===== config.mk =====
export PLATFORM = sky130hd
export DESIGN_NAME = seb_master
export DESIGN_NICKNAME = d
export VERILOG_FILES = /design/src/logic/seb_master.v /design/src/logic/seb_bit_engine.v
export VERILOG_INCLUDE_DIRS = /design/src /design/src/common
export SDC_FILE = /design/constraint.sdc
export NUM_CORES = 1
export LEC_CHECK = 0
export BUFFER_PORTS_ARGS = -buffer_cell sky130_fd_sc_hd__buf_2
export CAP_MARGIN = 20
export CORE_UTILIZATION = 59
export DETAILED_ROUTE_END_ITERATION = 12
export PLACE_DENSITY_LB_ADDON = 0.2
export SYNTH_ARGS = -nofsm -noshare
export SYNTH_HDL_FRONTEND = slang
export SYNTH_SLANG_ARGS = --single-unit

===== constraint.sdc =====
create_clock -name ref_clk -period 2.8 [get_ports ref_clk]
set_input_delay 0.14 -clock ref_clk [delete_from_list [all_inputs] [get_ports ref_clk]]
set_output_delay 0.14 -clock ref_clk [all_outputs]
set_load 0.1 [all_outputs]

===== src/common/seb_regs.vh =====
// seb_regs.vh: offsets, field positions, reset values and timing counts
// of the two-wire serial bus master; assumes a 100 MHz reference clock
`ifndef SEB_REGS_VH
`define SEB_REGS_VH

// configuration-space byte offsets
`define SEB_OFS_DATA 8'hB0
`define SEB_OFS_INDEX 8'hB1
`define SEB_OFS_TARGET 8'hB2
`define SEB_OFS_CTRL 8'hB3

// control and status field positions
`define SEB_CTRL_RDVALID 0
`define SEB_CTRL_BUSY 1
`define SEB_CTRL_ERROR 2
`define SEB_CTRL_QUICK 3
`define SEB_CTRL_PRESENT 4
`define SEB_CTRL_LOADERR 5
`define SEB_CTRL_LOADDONE 6

// reset values
`define SEB_RST_BYTE 8'h00
`define SEB_RST_BIT 1'b0

// initialisation eeprom
`define SEB_EE_ADDR7 7'h50
`define SEB_EE_WORD0 8'h00
`define SEB_EE_COUNT 8'h20
`define SEB_EE_FIRST_DATA 8'h02

// timing
`define SEB_REF_CLK_NS 10
`define SEB_SCL_PERIOD_NS 10000
`define SEB_QTR_CYC (`SEB_SCL_PERIOD_NS / (`SEB_REF_CLK_NS * 4))
`define SEB_BOOT_CYC 4'h8

// bit engine commands and acknowledge levels
`define SEB_CMD_START 2'h0
`define SEB_CMD_STOP 2'h1
`define SEB_CMD_WRITE 2'h2
`define SEB_CMD_READ 2'h3
`define SEB_ACK 1'b0
`define SEB_NACK 1'b1

`endif


===== src/logic/seb_master.v =====
// seb_master: two-wire serial bus master with software byte registers
// and an automatic eeprom load after reset; assumes external pullups on
// both lines and a single master on the bus
`include "seb_regs.vh"
`default_nettype none

// Operation
// - clock line toggles near 100 kHz during transfers.
// - pulled-up clock line at reset means eeprom present; only then autoload.
// - data register holds byte to send, or byte received after a read.
// - index register is sent as word address, skipped in quick command.
// - writing target address while idle stores address and direction and starts.
// - control/status shows read-valid, busy, error; holds protocol select.
// - every transfer begins with a start: data falls while clock high.
// - requested transfer ends with a stop: data rises while clock high.
// - data line changes only while clock is low, except start/stop.
// - eight-bit bytes, any number, each followed by an acknowledge bit.
// - receiver acknowledges by holding data low through clock high.
// - sole master; idle bus has clock released and not toggling.
// - doubleword reads come only from the reset-time eeprom load.
// - byte write: start, address with write, index, data MSB first, stop.
// - missing slave acknowledge sets the error status bit.
// - byte read sets direction bit and master acknowledges received bytes.
// - during read data the slave drives data, master drives clock.
// - autoload addresses the eeprom at seven-bit address 1010 000.
// - autoload expects function byte at offset zero, then count 20h.
module seb_master (
  input wire ref_clk,
  input wire rst,
  input wire [7:0] cfgAddr,
  input wire cfgWrEn,
  input wire [7:0] cfgWrData,
  input wire cfgRdEn,
  output wire [7:0] cfgRdData,
  input wire sclIn,
  output wire sclOut,
  output wire sclOeN,
  input wire sdaIn,
  output wire sdaOut,
  output wire sdaOeN,
  output wire loadValid,
  output wire [7:0] loadIndex,
  output wire [7:0] loadData
);

  localparam [3:0] ST_BOOT = 4'h0;
  localparam [3:0] ST_IDLE = 4'h1;
  localparam [3:0] ST_START = 4'h2;
  localparam [3:0] ST_ADDR = 4'h3;
  localparam [3:0] ST_INDEX = 4'h4;
  localparam [3:0] ST_RSTART = 4'h5;
  localparam [3:0] ST_ADDR_RD = 4'h6;
  localparam [3:0] ST_DATA_TX = 4'h7;
  localparam [3:0] ST_DATA_RX = 4'h8;
  localparam [3:0] ST_STOP = 4'h9;
  localparam [7:0] LAST_IDX = `SEB_EE_COUNT + 8'h01;

  // pin synchronisers
  reg sclMeta_ff;
  reg sclSync_ff;
  reg sdaMeta_ff;
  reg sdaSync_ff;

  // software-visible registers
  reg [7:0] dataReg_ff;
  reg [7:0] indexReg_ff;
  reg [7:0] targetReg_ff;
  reg quickSel_ff;
  reg rdValid_ff;
  reg busy_ff;
  reg error_ff;
  reg present_ff;
  reg loadErr_ff;
  reg loadDone_ff;
  reg [7:0] rdData_ff;

  // sequencer
  reg [3:0] state_ff;
  reg [3:0] nxt_state;
  reg [3:0] bitCnt_ff;
  reg [3:0] nxt_bitCnt;
  reg waitDone_ff;
  reg nxt_waitDone;
  reg autoMode_ff;
  reg [7:0] rxShift_ff;
  reg [7:0] autoIdx_ff;
  reg [3:0] bootCnt_ff;
  reg loadValid_ff;
  reg [7:0] loadIndex_ff;
  reg [7:0] loadData_ff;

  reg [1:0] engCmd;
  reg engBit;
  wire engValid;
  wire engDone;
  wire engRx;
  wire active;
  wire txState;
  wire startSw;
  wire errClr;
  wire [7:0] txByte;
  wire txBit;
  wire rxAck;
  wire byteEnd;
  wire nackSeen;
  wire rxCapture;
  wire errSet;

  // byte shifted out in each transmit state
  function [7:0] txByteSel;
    input [3:0] st;
    input auto;
    input quick;
    input [7:0] target;
    input [7:0] index;
    input [7:0] data;
    begin
      case (st)
        ST_ADDR:
          if (auto)
            txByteSel = {`SEB_EE_ADDR7, 1'b0};
          else if (quick)
            txByteSel = target;
          else
            txByteSel = {target[7:1], 1'b0};
        ST_INDEX:
          txByteSel = auto ? `SEB_EE_WORD0 : index;
        ST_ADDR_RD:
          txByteSel = auto ? {`SEB_EE_ADDR7, 1'b1} : {target[7:1], 1'b1};
        ST_DATA_TX:
          txByteSel = data;
        default:
          txByteSel = 8'h00;
      endcase
    end
  endfunction

  // control/status image
  function [7:0] ctrlImage;
    input rdv;
    input bsy;
    input err;
    input qck;
    input prs;
    input lerr;
    input ldone;
    begin
      ctrlImage = 8'h00;
      ctrlImage[`SEB_CTRL_RDVALID] = rdv;
      ctrlImage[`SEB_CTRL_BUSY] = bsy;
      ctrlImage[`SEB_CTRL_ERROR] = err;
      ctrlImage[`SEB_CTRL_QUICK] = qck;
      ctrlImage[`SEB_CTRL_PRESENT] = prs;
      ctrlImage[`SEB_CTRL_LOADERR] = lerr;
      ctrlImage[`SEB_CTRL_LOADDONE] = ldone;
    end
  endfunction

  // two flops on each line before anything looks at it
  always @(posedge ref_clk)
  begin
    if (rst)
    begin
      sclMeta_ff <= 1'b1;
      sclSync_ff <= 1'b1;
      sdaMeta_ff <= 1'b1;
      sdaSync_ff <= 1'b1;
    end
    else
    begin
      sclMeta_ff <= sclIn;
      sclSync_ff <= sclMeta_ff;
      sdaMeta_ff <= sdaIn;
      sdaSync_ff <= sdaMeta_ff;
    end
  end

  // a start is only taken when idle so a live transfer is never disturbed
  assign startSw = cfgWrEn && (cfgAddr == `SEB_OFS_TARGET) && !busy_ff
    && (state_ff == ST_IDLE);
  assign errClr = cfgWrEn && (cfgAddr == `SEB_OFS_CTRL)
    && cfgWrData[`SEB_CTRL_ERROR];

  assign active = (state_ff != ST_BOOT) && (state_ff != ST_IDLE);
  assign txState = (state_ff == ST_ADDR) || (state_ff == ST_INDEX)
    || (state_ff == ST_ADDR_RD) || (state_ff == ST_DATA_TX);
  assign engValid = active && !waitDone_ff;
  assign txByte = txByteSel(state_ff, autoMode_ff, quickSel_ff,
    targetReg_ff, indexReg_ff, dataReg_ff);
  assign txBit = txByte[3'h7 - bitCnt_ff[2:0]];
  assign byteEnd = engDone && (bitCnt_ff == 4'h8);
  assign nackSeen = byteEnd && txState && (engRx == `SEB_NACK);
  assign errSet = nackSeen;
  assign rxCapture = byteEnd && (state_ff == ST_DATA_RX);

  // acknowledge sent after a received byte: software reads always ack;
  // the load refuses a bad count and the final byte to end the burst
  assign rxAck = !autoMode_ff ? `SEB_ACK :
    ((autoIdx_ff == 8'h01) && (rxShift_ff != `SEB_EE_COUNT)) ? `SEB_NACK :
    (autoIdx_ff == LAST_IDX) ? `SEB_NACK : `SEB_ACK;

  // command to the bit engine for the current state and bit
  always @*
  begin
    engCmd = `SEB_CMD_STOP;
    engBit = 1'b1;
    case (state_ff)
      ST_START, ST_RSTART:
        engCmd = `SEB_CMD_START;
      ST_STOP:
        engCmd = `SEB_CMD_STOP;
      ST_DATA_RX:
        if (bitCnt_ff == 4'h8)
        begin
          engCmd = `SEB_CMD_WRITE;
          engBit = rxAck;
        end
        else
          engCmd = `SEB_CMD_READ;
      default:
        if (bitCnt_ff == 4'h8)
          engCmd = `SEB_CMD_READ;
        else
        begin
          engCmd = `SEB_CMD_WRITE;
          engBit = txBit;
        end
    endcase
  end

  // byte-level sequencing
  always @*
  begin
    nxt_state = state_ff;
    nxt_bitCnt = bitCnt_ff;
    nxt_waitDone = waitDone_ff;
    if (engValid)
      nxt_waitDone = 1'b1;
    if (engDone)
    begin
      nxt_waitDone = 1'b0;
      nxt_bitCnt = 4'h0;
      case (state_ff)
        ST_START:
          nxt_state = ST_ADDR;
        ST_RSTART:
          nxt_state = ST_ADDR_RD;
        ST_STOP:
          nxt_state = ST_IDLE;
        ST_DATA_RX:
          if (bitCnt_ff != 4'h8)
            nxt_bitCnt = bitCnt_ff + 4'h1;
          else if (rxAck == `SEB_NACK || !autoMode_ff)
            nxt_state = ST_STOP;
        ST_ADDR, ST_INDEX, ST_ADDR_RD, ST_DATA_TX:
          if (bitCnt_ff != 4'h8)
            nxt_bitCnt = bitCnt_ff + 4'h1;
          else if (engRx == `SEB_NACK)
            nxt_state = ST_STOP;
          else if (state_ff == ST_ADDR)
            nxt_state = (quickSel_ff && !autoMode_ff) ? ST_STOP : ST_INDEX;
          else if (state_ff == ST_INDEX)
            nxt_state = (autoMode_ff || targetReg_ff[0]) ? ST_RSTART
              : ST_DATA_TX;
          else if (state_ff == ST_ADDR_RD)
            nxt_state = ST_DATA_RX;
          else
            nxt_state = ST_STOP;
        default:
          nxt_state = state_ff;
      endcase
    end
    if (state_ff == ST_IDLE && startSw)
    begin
      nxt_state = ST_START;
      nxt_bitCnt = 4'h0;
      nxt_waitDone = 1'b0;
    end
    if (state_ff == ST_BOOT && bootCnt_ff == `SEB_BOOT_CYC)
      nxt_state = sclSync_ff ? ST_START : ST_IDLE;
  end

  // registers, status and the load stream
  always @(posedge ref_clk)
  begin
    if (rst)
    begin
      state_ff <= ST_BOOT;
      bitCnt_ff <= 4'h0;
      waitDone_ff <= 1'b0;
      dataReg_ff <= `SEB_RST_BYTE;
      indexReg_ff <= `SEB_RST_BYTE;
      targetReg_ff <= `SEB_RST_BYTE;
      quickSel_ff <= `SEB_RST_BIT;
      rdValid_ff <= 1'b0;
      busy_ff <= 1'b0;
      error_ff <= 1'b0;
      present_ff <= 1'b0;
      loadErr_ff <= 1'b0;
      loadDone_ff <= 1'b0;
      autoMode_ff <= 1'b0;
      rxShift_ff <= 8'h00;
      autoIdx_ff <= 8'h00;
      bootCnt_ff <= 4'h0;
      rdData_ff <= 8'h00;
      loadValid_ff <= 1'b0;
      loadIndex_ff <= 8'h00;
      loadData_ff <= 8'h00;
    end
    else
    begin
      state_ff <= nxt_state;
      bitCnt_ff <= nxt_bitCnt;
      waitDone_ff <= nxt_waitDone;
      loadValid_ff <= 1'b0;

      // the reset-time load is the only source of doubleword reads
      if (state_ff == ST_BOOT)
      begin
        bootCnt_ff <= bootCnt_ff + 4'h1;
        if (bootCnt_ff == `SEB_BOOT_CYC && sclSync_ff)
        begin
          present_ff <= 1'b1;
          autoMode_ff <= 1'b1;
          busy_ff <= 1'b1;
          autoIdx_ff <= 8'h00;
        end
      end

      // software register writes
      if (cfgWrEn && cfgAddr == `SEB_OFS_DATA)
        dataReg_ff <= cfgWrData;
      if (cfgWrEn && cfgAddr == `SEB_OFS_INDEX)
        indexReg_ff <= cfgWrData;
      if (cfgWrEn && cfgAddr == `SEB_OFS_CTRL)
        quickSel_ff <= cfgWrData[`SEB_CTRL_QUICK];
      if (startSw)
      begin
        targetReg_ff <= cfgWrData;
        busy_ff <= 1'b1;
        rdValid_ff <= 1'b0;
      end

      // a new no-acknowledge wins over a clear in the same cycle
      error_ff <= errSet | (error_ff & ~errClr);

      // received bits shift in MSB first
      if (engDone && state_ff == ST_DATA_RX && bitCnt_ff != 4'h8)
        rxShift_ff <= {rxShift_ff[6:0], engRx};

      if (rxCapture && !autoMode_ff)
      begin
        dataReg_ff <= rxShift_ff;
        rdValid_ff <= 1'b1;
      end

      // load bytes past the two header bytes go out on the stream
      if (rxCapture && autoMode_ff)
      begin
        autoIdx_ff <= autoIdx_ff + 8'h01;
        if (autoIdx_ff >= `SEB_EE_FIRST_DATA)
        begin
          loadValid_ff <= 1'b1;
          loadIndex_ff <= autoIdx_ff;
          loadData_ff <= rxShift_ff;
        end
        if (autoIdx_ff == 8'h01 && rxShift_ff != `SEB_EE_COUNT)
          loadErr_ff <= 1'b1;
        if (autoIdx_ff == LAST_IDX)
          loadDone_ff <= 1'b1;
      end
      if (nackSeen && autoMode_ff)
        loadErr_ff <= 1'b1;

      // busy drops only once the stop has been driven
      if (state_ff == ST_STOP && engDone)
      begin
        busy_ff <= 1'b0;
        autoMode_ff <= 1'b0;
      end

      // register read port, one cycle of latency
      if (cfgRdEn)
      begin
        case (cfgAddr)
          `SEB_OFS_DATA: rdData_ff <= dataReg_ff;
          `SEB_OFS_INDEX: rdData_ff <= indexReg_ff;
          `SEB_OFS_TARGET: rdData_ff <= targetReg_ff;
          `SEB_OFS_CTRL: rdData_ff <= ctrlImage(rdValid_ff, busy_ff,
            error_ff, quickSel_ff, present_ff, loadErr_ff, loadDone_ff);
          default: rdData_ff <= 8'h00;
        endcase
      end
    end
  end

  seb_bit_engine u_bit_engine (
    .ref_clk(ref_clk),
    .rst(rst),
    .cmdValid(engValid),
    .cmd(engCmd),
    .cmdBit(engBit),
    .sdaIn(sdaSync_ff),
    .sclOeN(sclOeN),
    .sdaOeN(sdaOeN),
    .doneValid(engDone),
    .rxBit(engRx)
  );

  // open drain: the pin only ever pulls low
  assign sclOut = 1'b0;
  assign sdaOut = 1'b0;
  assign cfgRdData = rdData_ff;
  assign loadValid = loadValid_ff;
  assign loadIndex = loadIndex_ff;
  assign loadData = loadData_ff;

endmodule

`default_nettype wire


===== src/logic/seb_bit_engine.v =====
// seb_bit_engine: one bus bit (start, stop, write, read) in four quarters
// assumes sdaIn is already synchronised and commands come only when idle
`include "seb_regs.vh"
`default_nettype none

module seb_bit_engine (
  input wire ref_clk,
  input wire rst,
  input wire cmdValid,
  input wire [1:0] cmd,
  input wire cmdBit,
  input wire sdaIn,
  output wire sclOeN,
  output wire sdaOeN,
  output wire doneValid,
  output wire rxBit
);

  localparam [31:0] QTR_W = `SEB_QTR_CYC - 1;
  localparam [7:0] QTR_LAST = QTR_W[7:0];

  reg [7:0] qtrCnt_ff;
  reg [1:0] phase_ff;
  reg [1:0] cmd_ff;
  reg bit_ff;
  reg busy_ff;
  reg sclLow_ff;
  reg sdaLow_ff;
  reg done_ff;
  reg rx_ff;
  wire tick;
  wire [1:0] firstDrive;
  wire [1:0] nextDrive;

  // returns {sclLow, sdaLow} for a command quarter
  function [1:0] driveFor;
    input [1:0] c;
    input [1:0] ph;
    input b;
    input prevScl;
    begin
      case (c)
        `SEB_CMD_START:
          case (ph)
            2'h0: driveFor = {prevScl, 1'b0};
            2'h1: driveFor = 2'b00;
            2'h2: driveFor = 2'b01;
            default: driveFor = 2'b11;
          endcase
        `SEB_CMD_STOP:
          case (ph)
            2'h0: driveFor = 2'b11;
            2'h1: driveFor = 2'b01;
            default: driveFor = 2'b00;
          endcase
        `SEB_CMD_WRITE:
          // data set up while low, held across the high phase
          driveFor = {(ph == 2'h0) || (ph == 2'h3), ~b};
        default:
          driveFor = {(ph == 2'h0) || (ph == 2'h3), 1'b0};
      endcase
    end
  endfunction

  // quarter-period enable: four quarters give one bit near 100 kHz
  assign tick = busy_ff && (qtrCnt_ff == QTR_LAST);
  assign firstDrive = driveFor(cmd, 2'h0, cmdBit, sclLow_ff);
  assign nextDrive = driveFor(cmd_ff, phase_ff + 2'h1, bit_ff, sclLow_ff);

  // quarter sequencing; after a stop both lines stay released
  always @(posedge ref_clk)
  begin
    if (rst)
    begin
      qtrCnt_ff <= 8'h00;
      phase_ff <= 2'h0;
      cmd_ff <= `SEB_CMD_STOP;
      bit_ff <= 1'b0;
      busy_ff <= 1'b0;
      sclLow_ff <= 1'b0;
      sdaLow_ff <= 1'b0;
      done_ff <= 1'b0;
      rx_ff <= 1'b0;
    end
    else
    begin
      done_ff <= 1'b0;
      if (!busy_ff && cmdValid)
      begin
        busy_ff <= 1'b1;
        cmd_ff <= cmd;
        bit_ff <= cmdBit;
        phase_ff <= 2'h0;
        qtrCnt_ff <= 8'h00;
        sclLow_ff <= firstDrive[1];
        sdaLow_ff <= firstDrive[0];
      end
      else if (busy_ff)
      begin
        qtrCnt_ff <= tick ? 8'h00 : qtrCnt_ff + 8'h01;
        if (tick)
        begin
          // sample at the end of the high phase, in the cycle the clock is pulled low
          if (phase_ff == 2'h2)
            rx_ff <= sdaIn;
          if (phase_ff == 2'h3)
          begin
            busy_ff <= 1'b0;
            done_ff <= 1'b1;
          end
          else
          begin
            phase_ff <= phase_ff + 2'h1;
            sclLow_ff <= nextDrive[1];
            sdaLow_ff <= nextDrive[0];
          end
        end
      end
    end
  end

  assign sclOeN = ~sclLow_ff;
  assign sdaOeN = ~sdaLow_ff;
  assign doneValid = done_ff;
  assign rxBit = rx_ff;

endmodule

`default_nettype wire


-- Yosys cells after proc, flatten, opt, wreduce, memory -nomap -nowiden
Index checks and enable logic that the tools add are counted.
- flip-flop bits (word level): 108
- input port bits: 22
- logic and storage cells: 229
- add/sub/neg operators: 6
- $lt $le $gt $ge: 2
- equality and inequality tests: 36
- multiplexer cells: 65
- bitwise gates (word level): 12
- reduce and logical (&&, ||, !) cells: 74
- operator list (operator ; number):
    $mux 8 ; 9
    $pmux 8 s4 ; 2
    $mux 4 ; 12
    $eq 8x8->1 const B ; 5
    $mux 1 ; 32
    $logic_and 1x1->1 ; 26
    $pmux 2 s3 ; 4
    $pmux 4 s5 ; 1
    $reduce_bool 2->1 ; 10
    $add 8x1->8 const B ; 2
    $eq 4x3->1 const B ; 4
    $eq 4x4->1 const B ; 4
    $ne 4x4->1 const B ; 4
    $eq 2x2->1 const B ; 6
    $reduce_and 2->1 ; 6
    $not 1->1 ; 10
    $reduce_and 5->1 ; 2
    $reduce_or 2->1 ; 5
    $add 4x1->4 const B ; 2
    $eq 4x2->1 const B ; 2
    $eq 8x1->1 const B ; 1
    $eq 8x6->1 const B ; 1
    $ge 8x2->1 const B ; 1
    $ne 8x6->1 const B ; 1
    other kinds (27) ; 43

-- Depth between registers and ports, before layout
- word-level depth: 11
- mapped depth: 12
- depth with buffers taken out: 8

-- By module
Synthesis repeated with hierarchy kept, for this count alone.
- cell total of the unflattened synthesis: 622
- area, all modules: 5418.9 µm²
- by module, submodules not included (module ; times used ; cells an instance ; area an instance (µm²)):
    seb_master ; 1 ; 516 ; 4488.1
    seb_bit_engine ; 1 ; 106 ; 930.9

-- Worst setup path before layout
No wires, ideal clock.
- path kind: reg2reg
- start: register bitCnt_ff[0]
- end: register loadData_ff[3], in the netlist loadData[3]
- setup time: 128 ps
- data arrival time: 2095 ps
- data required time: 2672 ps
- slack: 577 ps
- cell stages (with the launch flop): 12
- buffers on the path: 4
- clock period less this slack: 2223 ps
- path through: dfxtp_1 -> buf_2 -> buf_4 -> inv_1 -> ha_1 -> and4b_1 -> clkbuf_1 -> nand3_4 -> a31oi_4 -> buf_6 -> mux2i_1 -> nor2_1
- cells in the longest elaborated chain, start to end: 5
- ends and longest elaborated chain (element ; RTL line ; RTL):
    start: declaration ; seb_master.v:80 ; reg [3:0] bitCnt_ff;
    start signal: assignment ; seb_master.v:313 ; bitCnt_ff <= nxt_bitCnt;
    $eq 4x4->1 ; seb_master.v:191 ; assign byteEnd = engDone && (bitCnt_ff == 4'h8);
    $logic_and 1x1->1 ; seb_master.v:191 ;
    $logic_and 1x1->1 ; seb_master.v:194 ; assign rxCapture = byteEnd && (state_ff == ST_DATA_RX);
    $logic_and 1x1->1 ; seb_master.v:358 ; if (rxCapture && autoMode_ff)
    $reduce_and 2->1 (no source line) ; -- ;
    end signal: assignment ; seb_master.v:365 ; loadData_ff <= rxShift_ff;
    end: declaration ; seb_master.v:90 ; reg [7:0] loadData_ff;
Every way passes these cells.
A chain may end at the register's enable or synchronous reset.

-- Worst setup path in the final report
- start: register state_ff[1]
- end: register u_bit_engine.sdaLow_ff
- cells in the longest elaborated chain, start to end: 9
- elaborated cells on any way between the ends: 31
- those cells by class: 12 x eq/ne; 8 x mux; 1 x bitwise; 10 x reduce/logical
- ends and longest elaborated chain (element ; RTL line ; RTL):
    start: declaration ; seb_master.v:78 ; reg [3:0] state_ff;
    start signal: assignment ; seb_master.v:312 ; state_ff <= nxt_state;
    $eq 4x3->1 or $eq 4x2->1 (tied branches) ; seb_master.v:118 ; case (st)
    $pmux 8 s4 ; seb_master.v:118 ;
    $bmux 1 s3 ; seb_master.v:190 ; assign txBit = txByte[3'h7 - bitCnt_ff[2:0]];
    $mux 1 (implied by the code) ; seb_master.v:190 ;
    $mux 1 ; seb_master.v:221 ; if (bitCnt_ff == 4'h8)
    $pmux 1 s2 ; seb_master.v:207 ; case (state_ff)
    $not 1->1 ; seb_bit_engine.v:58 ; driveFor = {(ph == 2'h0) || (ph == 2'h3), ~b};
    $pmux 2 s3 ; seb_bit_engine.v:42 ; case (c)
    $mux 1 ; seb_bit_engine.v:88 ; if (!busy_ff && cmdValid)
    end signal: assignment ; seb_bit_engine.v:96 ; sdaLow_ff <= firstDrive[0];
    end signal: assignment ; seb_bit_engine.v:115 ; sdaLow_ff <= nextDrive[0];
    end: declaration ; seb_bit_engine.v:28 ; reg sdaLow_ff;
Several ways; a longest one is shown, not always the timed one. The select of a mux whose other input is x is not followed.

==> tab_implementation.tex <==
\begin{tabular}{lr}
\hline
Metric & Value \\
\hline
\multicolumn{2}{l}{\textbf{GRT}} \\
Overall Global Routing Usage & 0.2593 \\
Global-route wire length before repair & 20180 um \\
Initial antenna violation count & 0 \\
Pin count of the biggest net entering global routing & 49 \\
Vias in the first global route & 4168 \\
Total global routing overflow & 0 \\
\multicolumn{2}{l}{\textbf{Setup path}} \\
Critical Path Max Stage Delay & 0.81 ns \\
Launching instance or port of the critical path & state\_ff[1]\$\_SDFFE\_PP0P\_ \\
Arrival time at the worst endpoint & 2.81 ns \\
Maximum fanout along the worst path & 21 \\
Number of buffers and inverters on the critical path & 0 \\
Slowest-stage cell, CP & sky130\_fd\_sc\_hd\_\_dfxtp\_1 \\
Worst path top cell family by delay & compound AO/OA/AOI/OAI gates \\
Data required, critical path & 3.08 ns \\
Critical path endpoint category & flip-flop \\
Reg-to-reg slack, setup & 0.27 ns \\
Worst path depth & 6 \\
Ordered cell list for the critical path & nand2b\_1, nor4\_2, o22ai\_1, a2111oi\_2, a221oi\_2, o21a\_1 \\
Launching element type of the critical path & flip-flop \\
Critical R2R Launch & state\_ff[1]\$\_SDFFE\_PP0P\_ \\
Class of the most critical setup path & flip-flop to flip-flop \\
R2R cell count & 6 \\
Reg-to-reg critical path endpoint & u\_bit\_engine.sdaLow\_ff\$\_SDFFE\_PP0P\_ \\
\multicolumn{2}{l}{\textbf{Yosys}} \\
Number of enable-type register cells in the synthesized netlist & 0 \\
Dominant combinational cell family by area after synthesis & simple AND/OR/NAND/NOR gates \\
Sequential-to-total area share from yosys stat & 0.4027 \\
XOR/XNOR Fraction of Synth Area & 0.03076 \\
Post-synthesis adder-cell area fraction & 0.03030 \\
Number of cells produced by synthesis & 592 \\
Proportion of register bits with asynchronous set or reset after synthesis & 0 \\
Multiplexer share of the synthesized area & 0.1401 \\
Total number of yosys warnings & 0 \\
Number of register bits inferred by synthesis & 108 \\
Cell area after synthesis & 5369 um\^{}2 \\
Avg Cell Area, Syn & 9.069 um\^{}2 \\
Number of distinct library cells after synthesis & 67 \\
Complex-gate fraction of the synthesized area & 0.1298 \\
Most used flip-flop cell after synthesis & sky130\_fd\_sc\_hd\_\_dfxtp\_1 \\
Simple-gate area share of the yosys netlist & 0.2186 \\
\multicolumn{2}{l}{\textbf{Detailed routing}} \\
Routed wire per std cell & between 15 and 20 um \\
Via total after detailed routing & between 4000 and 5000 \\
Number of DRC violations after detailed routing & 0 \\
Antenna-violating nets left & 0 \\
Overall routed net length & 11870 um \\
Violation count after the first detailed-route iteration & 320 \\
Number of search-and-repair iterations in the first detailed-routing pass & 5 \\
Ratio of routed vias to standard cells & 5.878 \\
\multicolumn{2}{l}{\textbf{Cells and area}} \\
Final core utilization & 0.6739 \\
Ratio of cells with drive above 1 in the final layout & 0.1741 \\
Total number of nets in the final design & roughly 660 \\
Fill cell instance count of the final layout & 770 \\
Growth of design area from synthesis to finish & 9.998\% \\
Commonest non-fill, non-tap cells in the layout & 108 x sky130\_fd\_sc\_hd\_\_nor2\_1, 108 x sky130\_fd\_sc\_hd\_\_dfxtp\_1, 56 x sky130\_fd\_sc\_hd\_\_mux2i\_1 \\
Finished Layout Cells & 740 \\
Final non-filler cell area & 5906 um\^{}2 \\
Ant diodes & 0 \\
\multicolumn{2}{l}{\textbf{CTS}} \\
Number of buffers inserted to repair setup after CTS & 0 \\
CTS sink count & 108 \\
Clock tree from TritonCTS & built \\
Buffer depth of the longest clock path & 2 \\
Clock Root Buffer & sky130\_fd\_sc\_hd\_\_clkbuf\_8 \\
Num CTS Buffers & 9 \\
Number of levels in the clock H-tree & 3 \\
Register clock-pin slew on the reported worst setup and hold paths & 0.11 ns \\
Clock latency at the later pin of the worst-skew pair & 0.38 ns \\
\multicolumn{2}{l}{\textbf{Job}} \\
Number of violations of the max-capacitance limit & 0 \\
\multicolumn{2}{l}{\textbf{Timing}} \\
Clock Skews & about 0.019 ns \\
Final number of hold-violating endpoints & 0 \\
Setup repair after global routing missed its margin & false \\
Final worst path period need & approximately 2.5 ns \\
Final setup TNS & 0 ns \\
Relative max-transition margin & 0.4121 \\
Slew of the pin with the lowest slew margin & approximately 0.88 ns \\
Top achievable clock speed & 394.6 MHz \\
Final Slew Violations & 0 \\
Fraction of the cycle the final worst path needs & 0.9050 \\
Total setup violations reported at the end of the flow & 0 \\
\multicolumn{2}{l}{\textbf{Min path}} \\
Hold/Removal Path Class & primary input to flip-flop \\
Min-Delay Startpoint & cfgWrData[6] \\
Hold path endpoint & indexReg\_ff[6]\$\_SDFFE\_PP0P\_ \\
Hold path cells & 3 \\
\multicolumn{2}{l}{\textbf{Floorplan}} \\
Count of boundary I/O pins & slightly above 50 \\
Die area & $\sim$9500 um\^{}2 \\
Die boundary width & 97.40 um \\
Core Region & 8763 um\^{}2 \\
Overall die height & 97.40 um \\
Starting density of the core & 0.6126 \\
Number of core rows & 34 \\
\multicolumn{2}{l}{\textbf{Power}} \\
Maximum resistive drop on vdd & between 300 and 400 uV \\
Power per standard cell area & 466.6 nW/um\^{}2 \\
Leak pwr & 2.285 nW \\
\multicolumn{2}{l}{\textbf{Place}} \\
Buffers added on ports & 48 \\
Detail Placement HPWL & around 8400 um \\
Instance count after placement with tap cells included & 722 \\
Cell area after placement & roughly 5600 um\^{}2 \\
Gpl congestion & 0.8950 \\
\multicolumn{2}{l}{\textbf{Run status}} \\
Status & finished, final reports clean \\
\hline
\end{tabular}
-- power breakdown --
part / switching [mW] / leakage, nW / total (mW) / internal, mW
logic: 0.0667 / 1.29 / 0.100 / 0.0336
clock network: 0.575 / 0.121 / 1.10 / 0.529
registers: 0.00785 / 0.871 / 1.55 / 1.54
total: 0.650 / 2.28 / 2.76 / 2.11
-- kinds of logic after synthesis --
kind of cell             after synthesis
AND/OR/NAND/NOR                      230
flip-flops                           108
AO/OA/AOI/OAI                        101
other                                  1
multiplexers                          66
adder cells (fa/ha/maj)               13
XOR/XNOR                              18
buffers and inverters                 55
-- worst min-delay path, cell delays in order --
cell	delay [ns]
sky130_fd_sc_hd__buf_2	0.10
sky130_fd_sc_hd__mux2i_1	0.06
sky130_fd_sc_hd__nor2_1	0.07
-- cell type report --
type                       instances  area, um^2  area share
clock buffer                       9       123.9     0.02097
multi-input combinational        430        2958      0.5008
clock inverter                     7       116.4     0.01970
tap                              108       135.1     0.02288
inverter                          16       60.06     0.01017
timing repair buffer              62       350.3     0.05932
sequential                       108        2162      0.3661
-- how the worst max path moves through the flow --
stage / to / slack, ns
after global routing: u_bit_engine.sdaLow_ff$_SDFFE_PP0P_ / 0.15
final: u_bit_engine.sdaLow_ff$_SDFFE_PP0P_ / 0.27
after floorplan: loadData[3]$_SDFFE_PP0P_ / 0.58
after global placement: u_bit_engine.sdaLow_ff$_SDFFE_PP0P_ / 0.38
after CTS: u_bit_engine.sdaLow_ff$_SDFFE_PP0P_ / 0.27
after detailed placement: u_bit_engine.sdaLow_ff$_SDFFE_PP0P_ / 0.30
-- metal layers --
metal | share of wire | vias up | GRT usage
li1 | - | 2151 | -
met3 | 0.047 | 18 | 0.04604
met2 | 0.48 | 124 | 0.4207
met4 | 0.014 | 0 | 0.07127
met5 | 0 | - | 0
met1 | 0.46 | 2057 | 0.3563
-- repair_timing --
| action | 4_1_cts | 5_1_grt |
|---|---|---|
| gates resized for setup | 0 | 0 |
| hold endpoints to repair | 2 | 0 |
| hold buffers | 2 | 0 |
-- synthesized netlist by cell type, types with 3 or more instances --
cell / instances / area (um^2)
sky130_fd_sc_hd__nor3_1: 17 / 85.08
sky130_fd_sc_hd__or2_2: 6 / 37.54
sky130_fd_sc_hd__and3_1: 3 / 18.77
sky130_fd_sc_hd__inv_1: 16 / 60.06
sky130_fd_sc_hd__nor4_2: 3 / 37.54
sky130_fd_sc_hd__clkbuf_1: 20 / 75.07
sky130_fd_sc_hd__nand2_1: 25 / 93.84
sky130_fd_sc_hd__nand3b_1: 6 / 45.04
sky130_fd_sc_hd__nand3_1: 5 / 25.02
sky130_fd_sc_hd__nand2b_1: 8 / 50.05
sky130_fd_sc_hd__nand4_1: 10 / 62.56
sky130_fd_sc_hd__o21a_1: 4 / 30.03
sky130_fd_sc_hd__buf_1: 3 / 11.26
sky130_fd_sc_hd__or3_1: 5 / 31.28
sky130_fd_sc_hd__o211ai_1: 4 / 30.03
sky130_fd_sc_hd__mux4_2: 7 / 157.7
sky130_fd_sc_hd__a2111oi_0: 3 / 26.28
sky130_fd_sc_hd__buf_2: 7 / 35.03
sky130_fd_sc_hd__mux2i_1: 56 / 560.5
sky130_fd_sc_hd__o21ai_0: 20 / 100.1
sky130_fd_sc_hd__a21oi_1: 31 / 155.2
sky130_fd_sc_hd__nor2_1: 108 / 405.4
sky130_fd_sc_hd__a211oi_1: 12 / 90.09
sky130_fd_sc_hd__mux2_2: 3 / 33.78
sky130_fd_sc_hd__a31oi_1: 3 / 18.77
sky130_fd_sc_hd__xor2_1: 10 / 87.58
sky130_fd_sc_hd__ha_1: 13 / 162.7
sky130_fd_sc_hd__buf_4: 8 / 60.06
sky130_fd_sc_hd__xnor2_1: 7 / 61.31
sky130_fd_sc_hd__nor2b_1: 13 / 81.33
sky130_fd_sc_hd__dfxtp_1: 108 / 2162
-- state kept, by name (all words and copies together), names as in the netlist, 2 cells and up --
| signal | flops |
|---|---|
| bootCnt_ff | 4 |
| u_bit_engine.phase_ff | 2 |
| state_ff | 4 |
| u_bit_engine.cmd_ff | 2 |
| rxShift_ff | 8 |
| loadIndex | 8 |
| loadData | 8 |
| cfgRdData | 8 |
| bitCnt_ff | 4 |
| u_bit_engine.qtrCnt_ff | 8 |
| targetReg_ff | 8 |
| dataReg_ff | 8 |
| indexReg_ff | 8 |
| autoIdx_ff | 8 |
-- stage by stage --
| step | hold WS, ns | total power, mW | worst slack (ns) |
|---|---|---|---|
| after floorplan | 0.2438 | 1.653 | 0.5773 |
| after global placement | 0.3233 | 1.682 | 0.3836 |
| after detailed placement | 0.3271 | 1.684 | 0.2968 |
| after CTS | 0.02866 | 2.774 | 0.2690 |
| after global routing | 0.05064 | 2.851 | 0.1478 |
| final | 0.02945 | 2.756 | 0.2661 |
(Power assumes the default switching activity.)
